$ cat src/rtl/smp_pkg.sv
/*
 * smp_pkg: constants, types and the rule digest for the static memory pin control.
 * Assumes a single 10 MHz clock and a synchronous active-high reset.
 */
// How it works
// - wait low stretches the access until released
// - assert select of the addressed bank only
// - output enable low during static reads
// - only written byte lanes strobe, never SDRAM
// - output-enable pin during reset gives watchdog polarity
// - two LED pins during reset give bank-0 width
// - boot bank static accesses use the latched width, not I/O ones
package smp_pkg;
    localparam int smp_banks = 2;
    localparam int smp_lanes = 4;
    localparam int smp_addr_w = 26;
    localparam int smp_cnt_w = 4;
    // address bit that picks bank 1 over bank 0
    localparam int smp_bank_bit = 25;
    localparam logic [1:0] smp_width_byte = 2'h1;
    localparam logic [1:0] smp_width_half = 2'h2;
    localparam logic [1:0] smp_width_word = 2'h3;
    localparam logic [1:0] smp_width_rsvd = 2'h0;
    localparam logic [3:0] smp_lanes_none = 4'h0;
    localparam logic [3:0] smp_lanes_byte = 4'h1;
    localparam logic [3:0] smp_lanes_half = 4'h3;
    localparam logic [3:0] smp_lanes_word = 4'hf;
    localparam logic [3:0] smp_cnt_one = 4'h1;
    localparam logic [3:0] smp_cnt_zero = 4'h0;

    typedef enum logic [2:0] {
        smp_idle = 3'h1,
        smp_active = 3'h2,
        smp_done = 3'h4
    } smp_state_t;

    // lanes a boot-bank access may touch for a given strapped width
    function automatic logic [3:0] smp_width_lanes(input logic [1:0] width);
        case (width)
            smp_width_byte: smp_width_lanes = smp_lanes_byte;
            smp_width_half: smp_width_lanes = smp_lanes_half;
            smp_width_word: smp_width_lanes = smp_lanes_word;
            default: smp_width_lanes = smp_lanes_word;
        endcase
    endfunction : smp_width_lanes
endpackage : smp_pkg

$ cat src/rtl/smp_strap_if.sv
/*
 * smp_strap_if: carries the latched reset straps between the strap sampler and the top.
 * Assumes both ends share clk.
 */
`timescale 1ns/10ps
`default_nettype none
interface smp_strap_if;
    logic wdog_reset_polarity_strap;
    logic [1:0] boot_bank_width_strap;
    logic width_reserved;
    modport sampler (output wdog_reset_polarity_strap, output boot_bank_width_strap,
        output width_reserved);
    modport user (input wdog_reset_polarity_strap, input boot_bank_width_strap,
        input width_reserved);
endinterface : smp_strap_if
`default_nettype wire

$ cat src/rtl/smp_static_pins.sv
/*
 * smp_static_pins: static memory and external I/O pin control with reset straps.
 * Assumes a requester on clk issuing one access at a time, and tri-state pads
 * outside that combine out/oe pairs.
 */
`timescale 1ns/10ps
`default_nettype none
module smp_static_pins
    import smp_pkg::*;
#(
    parameter int addr_w = smp_addr_w,
    parameter int cnt_w = smp_cnt_w
)
(
    input wire logic clk,
    input wire logic reset,
    input wire logic req_valid,
    output logic req_ready,
    input wire logic [addr_w-1:0] req_addr,
    input wire logic req_write,
    input wire logic req_is_io,
    input wire logic req_is_sdram,
    input wire logic [3:0] req_byte_en,
    input wire logic [cnt_w-1:0] req_wait_cycles,
    output logic done,
    input wire logic ext_wait_n,
    output logic [1:0] static_bank_select_n,
    output logic static_output_enable_n_out,
    output logic static_output_enable_n_oe,
    input wire logic static_output_enable_n_in,
    input wire logic [1:0] indicator_in,
    output logic [1:0] indicator_out,
    output logic [1:0] indicator_oe,
    input wire logic [1:0] led_drive,
    output logic [3:0] byte_lane_write_strobe_n,
    output logic wdog_reset_polarity_strap,
    output logic [1:0] boot_bank_width_strap,
    output logic boot_width_reserved,
    output logic [3:0] boot_lane_mask
);
    smp_strap_if straps ();
    smp_state_t state;
    logic wait_s1, wait_s2, oe_s1, oe_s2;
    logic [1:0] led_s1, led_s2;
    logic [cnt_w-1:0] count;
    logic cur_write, cur_bank;
    logic [3:0] cur_lanes;

    always_ff @(posedge clk)
    begin
        wait_s1 <= ext_wait_n;
        wait_s2 <= wait_s1;
        oe_s1 <= static_output_enable_n_in;
        oe_s2 <= oe_s1;
        led_s1 <= indicator_in;
        led_s2 <= led_s1;
    end

    smp_strap_sampler u_straps (
        .clk(clk),
        .reset(reset),
        .oe_pin_sync(oe_s2),
        .led_pins_sync(led_s2),
        .straps(straps)
    );

    assign wdog_reset_polarity_strap = straps.wdog_reset_polarity_strap;
    assign boot_bank_width_strap = straps.boot_bank_width_strap;
    assign boot_width_reserved = straps.width_reserved;
    assign boot_lane_mask = smp_width_lanes(straps.boot_bank_width_strap);

    // sdram requests belong to another controller and are never accepted here
    assign req_ready = (state == smp_idle) && !reset && !req_is_sdram;

    always_ff @(posedge clk)
    begin
        if (reset)
        begin
            state <= smp_idle;
            count <= '0;
            cur_write <= 1'b0;
            cur_bank <= 1'b0;
            cur_lanes <= smp_lanes_none;
        end
        else
        begin
            unique case (state)
                smp_idle:
                begin
                    if (req_valid && req_ready)
                    begin
                        state <= smp_active;
                        count <= (req_wait_cycles == '0) ? cnt_w'(smp_cnt_one) : req_wait_cycles;
                        cur_write <= req_write;
                        cur_bank <= req_addr[smp_bank_bit];
                        // boot bank static accesses (not I/O) narrow lanes to the strapped width
                        cur_lanes <= (!req_is_io && !req_addr[smp_bank_bit]) ?
                            (req_byte_en & boot_lane_mask) : req_byte_en;
                    end
                end
                smp_active:
                begin
                    if (count > cnt_w'(smp_cnt_one))
                        count <= count - cnt_w'(smp_cnt_one);
                    else if (wait_s2)
                        state <= smp_done;
                end
                smp_done:
                    state <= smp_idle;
                default:
                    state <= smp_idle;
            endcase
        end
    end

    assign done = (state == smp_done);

    always_ff @(posedge clk)
    begin
        if (reset || state != smp_active)
        begin
            static_bank_select_n <= 2'h3;
            static_output_enable_n_out <= 1'b1;
            byte_lane_write_strobe_n <= 4'hf;
        end
        else
        begin
            static_bank_select_n <= ~(2'h1 << cur_bank);
            static_output_enable_n_out <= cur_write;
            byte_lane_write_strobe_n <= cur_write ? ~cur_lanes : 4'hf;
        end
    end

    // pins float during reset so the board straps can be read
    always_ff @(posedge clk)
    begin
        if (reset)
        begin
            static_output_enable_n_oe <= 1'b0;
            indicator_oe <= 2'h0;
            indicator_out <= 2'h0;
        end
        else
        begin
            static_output_enable_n_oe <= 1'b1;
            indicator_oe <= 2'h3;
            indicator_out <= led_drive;
        end
    end
endmodule : smp_static_pins
`default_nettype wire

$ cat src/rtl/smp_strap_sampler.sv
/*
 * smp_strap_sampler: catches the strap pins while reset is held and freezes them after.
 * Assumes strap pins are synchronised by the caller and the board drives them in reset.
 */
`timescale 1ns/10ps
`default_nettype none
module smp_strap_sampler
    import smp_pkg::*;
(
    input wire logic clk,
    input wire logic reset,
    input wire logic oe_pin_sync,
    input wire logic [1:0] led_pins_sync,
    smp_strap_if.sampler straps
);
    // clocked while reset is high, so the last value before release is kept
    always_ff @(posedge clk)
    begin
        if (reset)
        begin
            straps.wdog_reset_polarity_strap <= oe_pin_sync;
            straps.boot_bank_width_strap <= led_pins_sync;
        end
    end

    assign straps.width_reserved = (straps.boot_bank_width_strap == smp_width_rsvd);
endmodule : smp_strap_sampler
`default_nettype wire

$ cat config.mk
export PLATFORM = sky130hd
export DESIGN_NAME = smp_static_pins
export DESIGN_NICKNAME = d
export VERILOG_FILES = /design/src/rtl/smp_pkg.sv /design/src/rtl/smp_strap_if.sv /design/src/rtl/smp_static_pins.sv /design/src/rtl/smp_strap_sampler.sv
export SDC_FILE = /design/constraint.sdc
export NUM_CORES = 1
export LEC_CHECK = 0
export BUFFER_PORTS_ARGS = -buffer_cell sky130_fd_sc_hd__buf_2
export CAP_MARGIN = 20
export CORE_ASPECT_RATIO = 1.5
export CORE_UTILIZATION = 46
export DETAILED_ROUTE_END_ITERATION = 12
export PLACE_DENSITY = 0.82
export SYNTH_ARGS = -nofsm -noshare
export SYNTH_HDL_FRONTEND = slang
export SYNTH_HIERARCHICAL = 1
export SYNTH_SLANG_ARGS = --single-unit
$ cat constraint.sdc
create_clock -name clk -period 3.3 [get_ports clk]
set_input_delay 0.66 -clock clk [delete_from_list [all_inputs] [get_ports clk]]
set_output_delay 0.66 -clock clk [all_outputs]
set_load 0.05 [all_outputs]
==> results by group <==
STA
  – Final setup fails: 0
  – Worst clock skew: 0.00758 ns
  – Peak Freq: around 420 MHz
  – Final hold vios: 0
  – Setup TNS: 0 ns
  – Fin crit share: 0.724
  – RSZ-0062 raised after global routing: no
  – Max-slew violations: 0
  – Fin Hold WS: 0.336 ns
  – Period minus WS final: between 2 and 2.5 ns

Route
  – 1st-pass router iterations: 5
  – Post-Route WL: approximately 2400 um
  – Post-route ant nets: 0
  – DRT iter0 DRCs: 20
  – Vias per cell: just over 5
  – Routed wire per std cell: about 12 um
  – # DRC: 0
  – Total number of vias: around 1000

Placement
  – Post-DP HPWL: around 1800 um
  – DP Area: about 1400 um^2
  – Final RePlAce weighted congestion: 0.744
  – Port buffer count: 41

Finish
  – Share of cells above drive strength 1: 0.352
  – Final Cell Area: roughly 1500 um^2
  – Nets: between 200 and 250
  – Area growth syn-to-layout: 21.4%
  – Antenna fix cells: 0

Synth
  – Synthesized cell area: about 1300 um^2
  – Asr flop ratio synth: 0
  – Post-synth EDFFs: 3
  – Post-synth top area cell: dfxtp_1
  – Syn nets: between 150 and 200
  – #FFs+latches synth: 34
  – Yosys cell types: 38
  – Count leader, synth: dfxtp_1
  – Top cells by area, synth: dfxtp_1 (49%), edfxtp_1 (7.2%), nand2_1 (4.8%)
  – Post-Synthesis Cells: between 100 and 150
  – Syn_area_per_cell: about 11 um^2
  – Most frequent cells after synthesis: dfxtp_1 (31), nand2_1 (16), a21oi_1 (7)
  – Top FF cell, synth: dfxtp_1
  – Post-synth top area share: 0.494
  – Yosys warns: 6
  – Post-synthesis sequential area ratio: 0.565

Worst hold path
  – Hold Crit Class: flop to flop
  – Hold Path Stages: 0

Setup path
  – Critical Path AT: roughly 1.7 ns
  – R2R depth: 6
  – Worst r2r src: count[0]$_SDFFE_PP0P_
  – CP endpoint kind: output pin
  – Crit Path Max Fanout: 18
  – R2R setup slack: between 1.5 and 2 ns
  – R2r endpoint: count[2]$_SDFFE_PP0P_
  – Critical path capture point: req_ready
  – CP Class: input port to output pin
  – Nature of the critical path startpoint: input port
  – CP Data Required Time: 2.64 ns
  – Worst setup path start: reset

Power and ir drop
  – Cell Pwr Density: around 550 nW/um^2
  – Leakage: around 0.62 nW
  – Max IR drop VDD: between 0.0003 and 0.0004 V

Die
  – Starting Density: 0.502
  – Boundary Pins: 68
  – Die Y: 66.0 um
  – Num rows: 22
  – CORE AREA: around 2500 um^2
  – Die Area: 2950 um^2
  – Die width: 44.7 um

Clock tree
  – CTS tree: done
  – # hold bufs at CTS: 0
  – Clock sink count: 34
  – Post-CTS setup buffer count: 0
  – Buffer depth of the longest clock path: 2
  – Clk Latency, worst-skew pair: between 0.3 and 0.4 ns
  – H-tree lvl count: 2
  – Root buffer cell: clkbuf_4
  – CTS buffer count: 5
  – Clock-pin slew on the worst setup and hold paths: 0.10 ns
  – Cts repair resizes: 0

Global routing
  – Antenna violations before repair: 0
  – Largest net degree at the start of global routing: 19
  – First-pass GRT wire length: roughly 3700 um
  – GRT Overall Usage: 0.174
  – Total gr overflow: 0
  – Vias in the first global route: 888

Flow run
  – Max_cap viols: 0

Run status
  – Status: complete, no violations
## worst max-delay path, stage by stage
cell	delay, ns
buf_2	0.21
nor2_1	0.33
and4bb_2	0.27
buf_2	0.25
## cell type report
type	instances	area (um^2)
tap	36	45.0
inverter	5	18.8
fill	219	978
clock inverter	3	45.0
multi-input combinational	71	464
timing repair buffer	41	205
clock buffer	5	37.5
sequential	34	711
## registers in the layout (all words and copies together) (netlist names), 2 cells and up
name	count
state	3
cur_lanes	4
u_straps/straps.boot_bank_width_strap	2
static_bank_select_n	2
indicator_out	2
led_s2	2
led_s1	2
count	4
byte_lane_write_strobe_n	4
## metrics by stage
stage	worst slack (ns)	std cells	total power, mW	util
floorplan	1.02	118	0.519	-
global placement	0.964	187	0.539	0.576
detailed placement	0.936	187	0.542	0.576
CTS	0.912	195	0.840	0.609
global route	0.829	195	0.865	0.609
finish	0.910	195	0.832	0.609
## logic make-up (layout without fill, tap and decap cells)
group | after synthesis | in the layout | share of synthesized area
compound gates | 25 | 25 | 0.144
other cells | 1 | 1 | 0.00298
simple gates | 42 | 42 | 0.192
buf+inv | 13 | 54 | 0.0657
flops | 34 | 34 | 0.565
fa+ha+maj | 3 | 3 | 0.0299
## worst min path at each step
stage	startpoint	slack (ns)	endpoint
finish	wait_s1$_DFF_P_	0.34	wait_s2$_DFF_P_
global route	wait_s1$_DFF_P_	0.35	wait_s2$_DFF_P_
CTS	wait_s1$_DFF_P_	0.34	wait_s2$_DFF_P_
detailed placement	wait_s1$_DFF_P_	0.31	wait_s2$_DFF_P_
global placement	led_s1[0]$_DFF_P_	0.31	led_s2[0]$_DFF_P_
floorplan	led_s1[0]$_DFF_P_	0.31	led_s2[0]$_DFF_P_
## layer usage
layer,track usage,up-vias,part of all wire
li1,-,495,-
met1,0.179,469,0.39
met2,0.300,40,0.52
met3,0.0492,9,0.059
met4,0.106,0,0.027
met5,0,-,0
## where the power goes
part / switching, mW / total (mW) / internal, mW
clock: 0.141 / 0.299 / 0.159
sequential: 0.00822 / 0.439 / 0.431
combinational: 0.0656 / 0.0937 / 0.0281
## placed cells by master (no fill, tap or decap), types with 2 or more instances in the layout
| cell | netlist | layout |
|---|---|---|
| a21oi_1 | 7 | 7 |
| a221oi_1 | 3 | 3 |
| a31o_1 | 2 | 2 |
| and3_1 | 2 | 2 |
| buf_2 | 0 | 41 |
| clkbuf_4 | 0 | 5 |
| clkinvlp_4 | 0 | 2 |
| dfxtp_1 | 31 | 31 |
| edfxtp_1 | 3 | 3 |
| ha_1 | 3 | 3 |
| inv_1 | 5 | 5 |
| nand2_1 | 16 | 16 |
| nand2b_1 | 2 | 2 |
| nand3b_1 | 2 | 2 |
| nor2_1 | 3 | 3 |
| nor2b_1 | 2 | 2 |
| nor3_1 | 4 | 4 |
| o211ai_1 | 2 | 2 |
| o22ai_1 | 2 | 2 |
| o311ai_1 | 3 | 3 |
Note: power is estimated with default switching activity, not from simulation.
